### src/design/event_router_pkg.sv
// Constants and types shared by the event router design files
`default_nettype none
package event_router_pkg;

  // ****************************************************************
  // Widths
  // ****************************************************************
  localparam int unsigned EVT_W  = 18;
  localparam int unsigned DATA_W = 32;
  localparam int unsigned ADR_W  = 12;
  localparam int unsigned SEL_W  = 4;
  localparam int unsigned IRQ_W  = 2;

  // ****************************************************************
  // Register byte offsets from the router base address
  // ****************************************************************
  localparam logic [11:0] OFS_PENDING       = 12'hC00;
  localparam logic [11:0] OFS_PENDING_CLEAR = 12'hC20;
  localparam logic [11:0] OFS_PENDING_SET   = 12'hC40;
  localparam logic [11:0] OFS_ENABLE        = 12'hC60;
  localparam logic [11:0] OFS_ENABLE_CLEAR  = 12'hC80;
  localparam logic [11:0] OFS_ENABLE_SET    = 12'hCA0;
  localparam logic [11:0] OFS_POLARITY      = 12'hCC0;
  localparam logic [11:0] OFS_TRIGGER       = 12'hCE0;
  localparam logic [11:0] OFS_RESERVED      = 12'hD00;
  localparam logic [11:0] OFS_RAW_STATUS    = 12'hD20;
  localparam logic [11:0] OFS_IRQ_STATUS    = 12'hD40;
  localparam logic [11:0] OFS_IRQ_MASK      = 12'hD60;

  // ****************************************************************
  // Reset values
  // ****************************************************************
  localparam logic [17:0] RST_PENDING  = 18'h00000;
  localparam logic [17:0] RST_ENABLE   = 18'h3FFFF;
  localparam logic [17:0] RST_POLARITY = 18'h3C00F;
  localparam logic [17:0] RST_TRIGGER  = 18'h3FFFF;
  localparam logic [17:0] RST_RAW      = 18'h00000;
  localparam logic [1:0]  RST_IRQ      = 2'h0;

  // ****************************************************************
  // Block interrupt status fields
  // ****************************************************************
  localparam int unsigned IRQ_CAPTURE_BIT = 0;
  localparam int unsigned IRQ_BUS_ERR_BIT = 1;

  typedef enum {BUS_IDLE, BUS_ACK} bus_state_t;

endpackage
`default_nettype wire

### src/design/reg_access_if.sv
// Register access strobes between the bus slave and the router core
`timescale 1ns/1ns
`default_nettype none
interface reg_access_if;
  logic        acc_stb;
  logic        wr_stb;
  logic [11:0] adr;
  logic [31:0] wdata;
  logic [31:0] rdata;

  modport slave (output acc_stb, wr_stb, adr, wdata, input rdata);
  modport core  (input acc_stb, wr_stb, adr, wdata, output rdata);
endinterface
`default_nettype wire

### src/design/wb_reg_slave.sv
// Classic single-cycle bus slave feeding the router register file
`timescale 1ns/1ns
`default_nettype none
module wb_reg_slave (
  input  wire logic        clk_i,
  input  wire logic        rstn_i,
  input  wire logic        wb_cyc_i,
  input  wire logic        wb_stb_i,
  input  wire logic        wb_we_i,
  input  wire logic [11:0] wb_adr_i,
  input  wire logic [3:0]  wb_sel_i,
  input  wire logic [31:0] wb_dat_i,
  output var  logic [31:0] wb_dat_o,
  output var  logic        wb_ack_o,
  reg_access_if.slave      rif
);

  event_router_pkg::bus_state_t state_reg;
  logic                         req;

  // ****************************************************************
  // Request decode: one access per handshake
  // ****************************************************************
  assign req         = wb_cyc_i && wb_stb_i
                    && (state_reg == event_router_pkg::BUS_IDLE);
  assign rif.acc_stb = req;
  assign rif.wr_stb  = req && wb_we_i;
  assign rif.adr     = wb_adr_i;
  // Unselected byte lanes write as zero: no set or clear, but polarity and trigger bits load zero
  assign rif.wdata   = wb_dat_i & {{8{wb_sel_i[3]}}, {8{wb_sel_i[2]}},
                                   {8{wb_sel_i[1]}}, {8{wb_sel_i[0]}}};

  always_ff @(posedge clk_i or negedge rstn_i) begin
    if (!rstn_i) begin
      state_reg <= event_router_pkg::BUS_IDLE;
    end else begin
      unique case (state_reg)
        event_router_pkg::BUS_IDLE: begin
          if (req) begin
            state_reg <= event_router_pkg::BUS_ACK;
          end
        end
        event_router_pkg::BUS_ACK: begin
          state_reg <= event_router_pkg::BUS_IDLE;
        end
      endcase
    end
  end

  always_ff @(posedge clk_i or negedge rstn_i) begin
    if (!rstn_i) begin
      wb_ack_o <= 1'b0;
      wb_dat_o <= 32'h0000_0000;
    end else begin
      wb_ack_o <= req;
      if (req && !wb_we_i) begin
        wb_dat_o <= rif.rdata;
      end else begin
        wb_dat_o <= 32'h0000_0000;
      end
    end
  end

endmodule // wb_reg_slave
`default_nettype wire

### src/design/event_router.sv
// Event router: pending and enable registers with event forwarding
//
// Operation
// - Registers decode at fixed offsets from C00h, spaced 20h apart.
// - Eighteen read-only pending bits; enabled ones request interrupts.
// - Pending bit sets on its event or a one written to pending-set.
// - Pending bit reads zero after reset, when idle, or after clear.
// - Pending-clear write clears ones' positions, leaves the rest alone.
// - Pending-set write sets ones' positions, leaves other bits alone.
// - Enable is read-only, resets all set, set by enable-set ones.
// - Enable-clear ones clear enable bits; zeros keep their value.
// - Enabled events are recorded as pending and forwarded.
// - Disabled events neither set pending nor get forwarded.
// - Bits 31 to 18 read zero; software writes them as zero.
// - Enable gates capture and forwarding; masked events still show in raw status.
// - Trigger bit one latches on edges; zero passes the level through.
// - Polarity one means high or rising; resets to 3C00Fh.
// - Latched events need a fresh edge after a clear.
// - Raw status shows unmasked events, latched included; resets zero.
`timescale 1ns/1ns
`default_nettype none
module event_router (
  input  wire logic        clk_i,
  input  wire logic        rstn_i,
  input  wire logic        wb_cyc_i,
  input  wire logic        wb_stb_i,
  input  wire logic        wb_we_i,
  input  wire logic [11:0] wb_adr_i,
  input  wire logic [3:0]  wb_sel_i,
  input  wire logic [31:0] wb_dat_i,
  output var  logic [31:0] wb_dat_o,
  output var  logic        wb_ack_o,
  input  wire logic [17:0] events_i,
  output var  logic        vic_req_o,
  output var  logic [17:0] event_fwd_o,
  output var  logic        irq_o
);

  // ****************************************************************
  // Bus slave
  // ****************************************************************
  reg_access_if rif ();

  wb_reg_slave u_slave (
    .clk_i    (clk_i),
    .rstn_i   (rstn_i),
    .wb_cyc_i (wb_cyc_i),
    .wb_stb_i (wb_stb_i),
    .wb_we_i  (wb_we_i),
    .wb_adr_i (wb_adr_i),
    .wb_sel_i (wb_sel_i),
    .wb_dat_i (wb_dat_i),
    .wb_dat_o (wb_dat_o),
    .wb_ack_o (wb_ack_o),
    .rif      (rif)
  );

  // ****************************************************************
  // Decode helpers
  // ****************************************************************
  function automatic logic [17:0] wr_bits(input logic        stb,
                                          input logic [11:0] a,
                                          input logic [31:0] d,
                                          input logic [11:0] ofs);
    wr_bits = (stb && a == ofs) ? d[17:0] : 18'h00000;
  endfunction

  function automatic logic is_mapped(input logic [11:0] a);
    is_mapped = (a[4:0] == 5'h00) && (a >= event_router_pkg::OFS_PENDING)
             && (a <= event_router_pkg::OFS_IRQ_MASK);
  endfunction

  logic [17:0] pending_reg;
  logic [17:0] enable_reg;
  logic [17:0] polarity_reg;
  logic [17:0] trigger_reg;
  logic [17:0] raw_latch_reg;
  logic [17:0] active_prev_reg;
  logic [1:0]  irq_status_reg;
  logic [1:0]  irq_mask_reg;

  logic [17:0] pclr_bits;
  logic [17:0] pset_bits;
  logic [17:0] eclr_bits;
  logic [17:0] eset_bits;
  logic [17:0] active;
  logic [17:0] edge_det;
  logic [17:0] hw_capture;
  logic [17:0] lvl_drop;
  logic [17:0] raw_status;
  logic [17:0] pending_next;
  logic [17:0] enable_next;
  logic [1:0]  irq_event;
  logic [1:0]  irq_status_next;
  logic [1:0]  irq_mask_next;

  assign pclr_bits = wr_bits(rif.wr_stb, rif.adr, rif.wdata,
                             event_router_pkg::OFS_PENDING_CLEAR);
  assign pset_bits = wr_bits(rif.wr_stb, rif.adr, rif.wdata,
                             event_router_pkg::OFS_PENDING_SET);
  assign eclr_bits = wr_bits(rif.wr_stb, rif.adr, rif.wdata,
                             event_router_pkg::OFS_ENABLE_CLEAR);
  assign eset_bits = wr_bits(rif.wr_stb, rif.adr, rif.wdata,
                             event_router_pkg::OFS_ENABLE_SET);

  // ****************************************************************
  // Event conditioning
  // ****************************************************************
  assign active     = ~(events_i ^ polarity_reg);
  assign edge_det   = active & ~active_prev_reg;
  // Enable gates capture itself, not only the forwarded request
  assign hw_capture = enable_reg
                    & ((trigger_reg & edge_det)
                    | (~trigger_reg & active));
  // Level events vanish with their source unless software sets them now
  assign lvl_drop   = ~trigger_reg & ~active & ~pset_bits;
  assign raw_status = (trigger_reg & raw_latch_reg)
                    | (~trigger_reg & active);

  // Prior level starts as all active so a held input is no edge
  always_ff @(posedge clk_i or negedge rstn_i) begin
    if (!rstn_i) begin
      active_prev_reg <= 18'h3FFFF;
    end else begin
      active_prev_reg <= active;
    end
  end

  always_ff @(posedge clk_i or negedge rstn_i) begin
    if (!rstn_i) begin
      raw_latch_reg <= event_router_pkg::RST_RAW;
    end else begin
      raw_latch_reg <= (raw_latch_reg & ~pclr_bits) | (trigger_reg & edge_det);
    end
  end

  // ****************************************************************
  // Pending and enable
  // ****************************************************************
  assign pending_next = ((pending_reg & ~pclr_bits) | pset_bits | hw_capture)
                      & ~lvl_drop;
  assign enable_next  = (enable_reg & ~eclr_bits)
                      | eset_bits;

  always_ff @(posedge clk_i or negedge rstn_i) begin
    if (!rstn_i) begin
      pending_reg <= event_router_pkg::RST_PENDING;
    end else begin
      pending_reg <= pending_next;
    end
  end

  always_ff @(posedge clk_i or negedge rstn_i) begin
    if (!rstn_i) begin
      enable_reg <= event_router_pkg::RST_ENABLE;
    end else begin
      enable_reg <= enable_next;
    end
  end

  always_ff @(posedge clk_i or negedge rstn_i) begin
    if (!rstn_i) begin
      polarity_reg <= event_router_pkg::RST_POLARITY;
      trigger_reg  <= event_router_pkg::RST_TRIGGER;
    end else begin
      if (rif.wr_stb && rif.adr == event_router_pkg::OFS_POLARITY) begin
        polarity_reg <= rif.wdata[17:0];
      end
      if (rif.wr_stb && rif.adr == event_router_pkg::OFS_TRIGGER) begin
        trigger_reg <= rif.wdata[17:0];
      end
    end
  end

  // ****************************************************************
  // Forwarding outputs
  // ****************************************************************
  always_ff @(posedge clk_i or negedge rstn_i) begin
    if (!rstn_i) begin
      vic_req_o   <= 1'b0;
      event_fwd_o <= 18'h00000;
    end else begin
      vic_req_o   <= |(pending_next & enable_next);
      event_fwd_o <= pending_next & enable_next;
    end
  end

  // ****************************************************************
  // Block interrupt: new capture and unmapped access
  // ****************************************************************
  assign irq_event[event_router_pkg::IRQ_CAPTURE_BIT] = |(hw_capture
                                                      & ~pending_reg);
  assign irq_event[event_router_pkg::IRQ_BUS_ERR_BIT] = rif.acc_stb
                                                      && !is_mapped(rif.adr);

  // Event set wins over the write-one clear in the same cycle
  assign irq_status_next = (irq_status_reg
                         & ~((rif.wr_stb
                         && rif.adr == event_router_pkg::OFS_IRQ_STATUS)
                             ? rif.wdata[1:0] : 2'h0)) | irq_event;
  assign irq_mask_next   = (rif.wr_stb
                         && rif.adr == event_router_pkg::OFS_IRQ_MASK)
                         ? rif.wdata[1:0] : irq_mask_reg;

  always_ff @(posedge clk_i or negedge rstn_i) begin
    if (!rstn_i) begin
      irq_status_reg <= event_router_pkg::RST_IRQ;
      irq_mask_reg   <= event_router_pkg::RST_IRQ;
      irq_o          <= 1'b0;
    end else begin
      irq_status_reg <= irq_status_next;
      irq_mask_reg   <= irq_mask_next;
      irq_o          <= |(irq_status_next & irq_mask_next);
    end
  end

  // ****************************************************************
  // Read data; upper bits and write-only slots read zero
  // ****************************************************************
  always_comb begin
    rif.rdata = 32'h0000_0000;
    unique case (rif.adr)
      event_router_pkg::OFS_PENDING:    rif.rdata[17:0] = pending_reg;
      event_router_pkg::OFS_ENABLE:     rif.rdata[17:0] = enable_reg;
      event_router_pkg::OFS_POLARITY:   rif.rdata[17:0] = polarity_reg;
      event_router_pkg::OFS_TRIGGER:    rif.rdata[17:0] = trigger_reg;
      event_router_pkg::OFS_RAW_STATUS: rif.rdata[17:0] = raw_status;
      event_router_pkg::OFS_IRQ_STATUS: rif.rdata[1:0]  = irq_status_reg;
      event_router_pkg::OFS_IRQ_MASK:   rif.rdata[1:0]  = irq_mask_reg;
      default:                          rif.rdata       = 32'h0000_0000;
    endcase
  end

  logic [17:0] dis_edge;
  logic [17:0] lvl_on;
  assign dis_edge = edge_det & trigger_reg & ~enable_reg
                  & ~pending_reg & ~pset_bits;
  assign lvl_on   = ~trigger_reg & active & enable_reg;
endmodule // event_router
`default_nettype wire

### config.mk
export PLATFORM = sky130hd
export DESIGN_NAME = event_router
export DESIGN_NICKNAME = d
export VERILOG_FILES = /design/src/design/event_router_pkg.sv /design/src/design/reg_access_if.sv /design/src/design/wb_reg_slave.sv /design/src/design/event_router.sv
export SDC_FILE = /design/constraint.sdc
export NUM_CORES = 1
export LEC_CHECK = 0
export ABC_AREA = 1
export BUFFER_PORTS_ARGS = -buffer_cell sky130_fd_sc_hd__buf_4
export CORE_MARGIN = 8
export CORE_UTILIZATION = 62
export DETAILED_ROUTE_END_ITERATION = 6
export GPL_TIMING_DRIVEN = 0
export HOLD_SLACK_MARGIN = 0.05
export MAX_ROUTING_LAYER = met4
export PLACE_DENSITY = 0.9
export SETUP_SLACK_MARGIN = 0.3
export SLEW_MARGIN = 0
export SYNTH_ARGS = -nofsm -noshare
export SYNTH_HDL_FRONTEND = slang
export SYNTH_HIERARCHICAL = 1
export SYNTH_SLANG_ARGS = --single-unit
### constraint.sdc
create_clock -name clk_i -period 3 [get_ports clk_i]
set_input_delay 0.6 -clock clk_i [delete_from_list [all_inputs] [get_ports clk_i]]
set_output_delay 0.6 -clock clk_i [all_outputs]
set_load 0.02 [all_outputs]
# --- Word level (Yosys, flattened, before mapping) ---
# Index checks and enable logic that the tools add are counted.
op_classes:
  reduce_logical: 23
  n_addsub: 0
  order_cmp: 2
  div_mod_pow: 0
  eq_ne: 13
  n_bitwise: 34
  n_mul: 0
  muxes: 11
  n_shift: 0
op_table:
  columns: ["op", "count"]
  rows:
  - ["18-bit AND", 14]
  - ["18-bit inverter", 9]
  - ["12-bit == test, second input constant", 11]
  - ["18-bit OR", 6]
  - ["18-bit 2-to-1 mux", 5]
  - ["16-bit case mux with 5 select lines", 1]
  - ["32-bit zero test", 2]
  - ["32-bit case mux with 2 select lines", 1]
  - ["18-bit OR reduction", 2]
  - ["32-bit by 1-bit == test with 1-bit output, second input constant", 1]
  - ["32-bit 2-to-1 mux", 1]
  - ["18-bit XOR", 1]
  - ["1-bit logical AND", 15]
  - ["2-bit case mux with 7 select lines", 1]
  - ["12-bit >= comparator, second input constant", 1]
  - ["12-bit less-or-equal comparator, second input constant", 1]
  - ["5-bit zero test", 1]
  - ["2-bit AND", 2]
  - ["2-bit 2-to-1 mux", 2]
  - ["1-bit zero test", 2]
  - ["2-bit != test, second input constant", 1]
  - ["2-bit inverter", 1]
  - ["2-bit OR", 1]
  - ["2-bit OR reduction", 1]
totals:
  mem_bits_rw: 0
  n_memories: 0
  romBits: 0
  in_bits: 71
  elab_cells: 97
  output_inout_bits: 53
  register_bits: 183
  latch_bits: 0

# --- Logic depth before layout (Yosys ltp) ---
depth:
  word_depth: 12
  mapped_depth: 16

# --- Hierarchy ---
# The synthesis kept the hierarchy.
by_module_without_submodules:
  columns: ["mod", "cells_per_inst", "area_per_inst_um2", "instances", "seq_area_each_um2"]
  rows:
  - ["event_router", 852, 6919.1, 1, 3380.7]
  - ["wb_reg_slave", 187, 1536.5, 1, 850.8]

# --- Worst setup path after synthesis ---
# Ideal clock, no wire load.
synth_path:
  path_type: "in2reg"
  from: "input wb_we_i"
  to: "register vic_req_o"
  t_arrival_ns: 2.155
  path_stages: 14
  setup_ns: 0.119
  t_required_ns: 2.881
  setup_slack_ns: 0.726
  path_cell_list: "inv_1 -> nor3_1 -> inv_1 -> nor2_2 -> nand2_2 -> buf_6 -> o21ai_2 -> nand3_2 -> nand3_2 -> nand2_1 -> inv_2 -> nand2_1 -> nor2_1 -> nand2_1"
synth_via:
  elab_chain_len: 10
  elab_cells_between_ends: 22
  cone_classes: "mux (4); bitwise (12); reduce/logical (6)"
synth_lines:
  columns: ["element", "line_no", "source"]
  rows:
  - ["from (decl)", "event_router.sv:27", "input wire logic wb_we_i,"]
  - ["1-bit logical AND *", "wb_reg_slave.sv:27", "assign rif.wr_stb = req && wb_we_i;"]
  - ["via rif.wr_stb", "reg_access_if.sv:6", "logic wr_stb;"]
  - ["1-bit logical AND", "event_router.sv:65", "wr_bits = (stb && a == ofs) ? d[17:0] : 18'h00000;"]
  - ["18-bit 2-to-1 mux", "event_router.sv:65", null]
  - ["18-bit inverter", "event_router.sv:140", "assign pending_next = ((pending_reg & ~pclr_bits) | pset_bits | hw_capture)"]
  - ["18-bit AND", "event_router.sv:140", null]
  - ["18-bit OR (2 in a row)", "event_router.sv:140", null]
  - ["18-bit AND", "event_router.sv:141", "& ~lvl_drop;"]
  - ["18-bit AND *", "event_router.sv:183", "vic_req_o <= |(pending_next & enable_next);"]
  - ["18-bit OR reduction *", "event_router.sv:183", null]
  - ["to (signal assigned)", "event_router.sv:183", null]
  - ["to (decl)", "event_router.sv:34", "output var logic vic_req_o,"]
# Mark *: on every way through the listed nets, which the timed path passes. The rest lies on a longest branch.
# A chain may end at the register's enable or synchronous reset.

# --- Worst setup path in the final report ---
layout_path:
  from: "input wb_adr_i[7]"
  to: "register u_slave.wb_dat_o[4]"
layout_via:
  elab_chain_len: 3
  elab_cells_between_ends: 7
  cone_classes: "eq/ne (5); mux (2)"
layout_lines:
  columns: ["element", "line_no", "source"]
  rows:
  - ["from (decl)", "event_router.sv:28", "input wire logic [11:0] wb_adr_i,"]
  - ["12-bit == test", "event_router.sv:222", "unique case (rif.adr)"]
  - ["16-bit case mux with 5 select lines *", "event_router.sv:222", null]
  - ["via rif.rdata[4]", "reg_access_if.sv:9", "logic [31:0] rdata;"]
  - ["18-bit 2-to-1 mux *", "wb_reg_slave.sv:56", "if (req && !wb_we_i) begin"]
  - ["to (signal assigned)", "wb_reg_slave.sv:57", "wb_dat_o <= rif.rdata;"]
  - ["to (decl)", "wb_reg_slave.sv:13", "output var logic [31:0] wb_dat_o,"]
# Marked as above.

==> flow_summary.yaml <==
floorplan:
  start_util_pct: 63.3
  fp.dieH_um: 132
  pin_count: 124
  core-area_um2: 13200
  die_w_um: 132
  fp-row-count: 42
  die_area_um2: 17400
drt:
  firstDrtPassIters: 6
  drc: 0
  drt-total-wl_mm: 25.0
  routed_via_density: 5.88
  drtIter0Drc: 997
  wire_per_inst_um: 18.9
  via_count: 7793
  ant_nets: 0
sta:
  min_period_ps: 2640
  setup_slack_ps: 360
  finalSetupTns_ps: 0
  rsz0062_at_grt: "true"
  clock_skew_ps: 6.40
  max_freq_ghz: 0.379
  maxSlewHeadroom_pct: 36.5
  maxSlewViolCount: 0
  hold_viol: 0
  tightest_slew_ps: 953
  fin_crit_sh_pct: 88.0
  finalSetupViolCount: 0
cts:
  path_clk_slew_ps: 60
  cts_resized: 0
  insertion_delay_ps: 430
  tritoncts: "yes"
  cts_buffers: 17
  cts_max_level: 4
  cts_buffer_depth: 2
  cts_hold_buf: 0
  root_buffer: "clkbuf_16"
  cts.sinks: 166
  cts_post_setup_buffers_inserted: 0
setup_path:
  cp-end-kind: "register"
  crit_path_max_fanout: 10
  worst_setup_path_start_kind: "primary input"
  critPathRequiredTime_ps: 3360
  arrival_ps: 3000
  worstSetupPathType: "primary input to register"
placement:
  place_ws_ps: -24.9
  port_buffers: 93
  dpl_cell_area_um2: 9350
  place_congestion: 0.956
  post-dp-hpwl_mm: 17.0
pwr:
  leakage_uw: 0.00496
  pwr_density_cell_nw_per_um2: 497
  ir_drop_v: 0.000403
  p_total_uw: 4970
finish:
  largest-register: "u_slave/wb_dat_o"
  diodes: 0
  drive_gt1_share_pct: 23.4
  largest_reg_flops: 32
  nets: 1207
  fill_cells: 942
  fin_area_um2: 10000
  area_growth_pct: 19.9
grt:
  grt_start_max_net_pins: 85
  track_usage_pct: 29.9
  grt_pass1_wl_mm: 39.6
  gr-total-overflow: 0
  grt_pass1_vias: 7863
  antenna_found_initial: 0
logic_synthesis:
  synthCells: 1010
  synth.avg_cell_area_um2: 8.26
  netlist_area_um2: 8350
  yosysWarnings: 6
status:
  status: "finished, final reports clean"
worst_hold_path:
  hold_path.class: "primary input to asynchronous set/reset pin"
run:
  drv_cap: 0
-- worst paths after layout --
kind                                 startpoint  slack [ps]                   end  cells past startpoint
max                                 wb_adr_i[7]         360   u_slave/wb_dat_o[4]                     12
min                                      rstn_i         140  u_slave/wb_dat_o[27]                      1
max reg2reg                u_slave/state_reg[0]         360             vic_req_o                     14
min reg2reg                       enable_reg[7]         490         enable_reg[7]                      2
max in group asynchronous                rstn_i        2000       polarity_reg[3]                      2
min in group clk_i                  events_i[5]         380    active_prev_reg[5]                      2
-- cells in the final DEF (no fill, tap or decap), types with 17 or more instances in the layout --
| cell type | instances |
|---|---|
| nand3_1 | 89 |
| o211ai_1 | 20 |
| buf_4 | 107 |
| xnor2_1 | 18 |
| nand4_1 | 22 |
| o21ai_0 | 72 |
| dfrtp_1 | 104 |
| nand2_1 | 236 |
| nor2_1 | 65 |
| o21ai_1 | 26 |
| inv_1 | 152 |
| clkbuf_16 | 17 |
| dfstp_2 | 62 |
-- through the flow --
| stage | hold WS (ps) | instances | util, % |
|---|---|---|---|
| global placement | 469 | 1292 | 70.6 |
| finish | 136 | 1325 | 75.9 |
| floorplan | 304 | 1023 | - |
| CTS | 162 | 1325 | 75.8 |
| global route | 187 | 1325 | 75.9 |
| detailed placement | 475 | 1293 | 70.9 |
-- per-layer routing --
layer  up-vias  global-route usage (%)  part of all wire [%]
met3       129                    9.11                    13
met5         -                       -                     0
met1      3622                    33.6                    35
met4         0                    18.2                   5.2
li1       3468                       -                     -
met2       574                    46.2                    47
-- where the power goes --
group	switching [uW]	internal [uW]
Clock	866	1520
Combinational	207	101
Sequential	7.85	2270
Total	1080	3890
-- layout make-up --
type / count / area (um2) / area share, %
Sequential cell: 166 / 4230 / 42.3
Multi-Input combinational cell: 658 / 3330 / 33.3
Timing Repair Buffer: 94 / 733 / 7.33
Inverter: 157 / 589 / 5.89
Clock buffer: 23 / 468 / 4.68
Buffer: 42 / 260 / 2.60
Tap cell: 176 / 220 / 2.20
Clock inverter: 9 / 175 / 1.75
-- critical path: stages --
cell and delay [ps]:
buf_4 110, buf_6 130, nor2_4 350, nand2_4 110
nor2_8 220, nand2_1 400, nand2_2 370, buf_4 270
o211ai_1 110, nand3_1 130, inv_1 70, nor2_2 120
No activity file was read; power rests on OpenSTA's default activity.
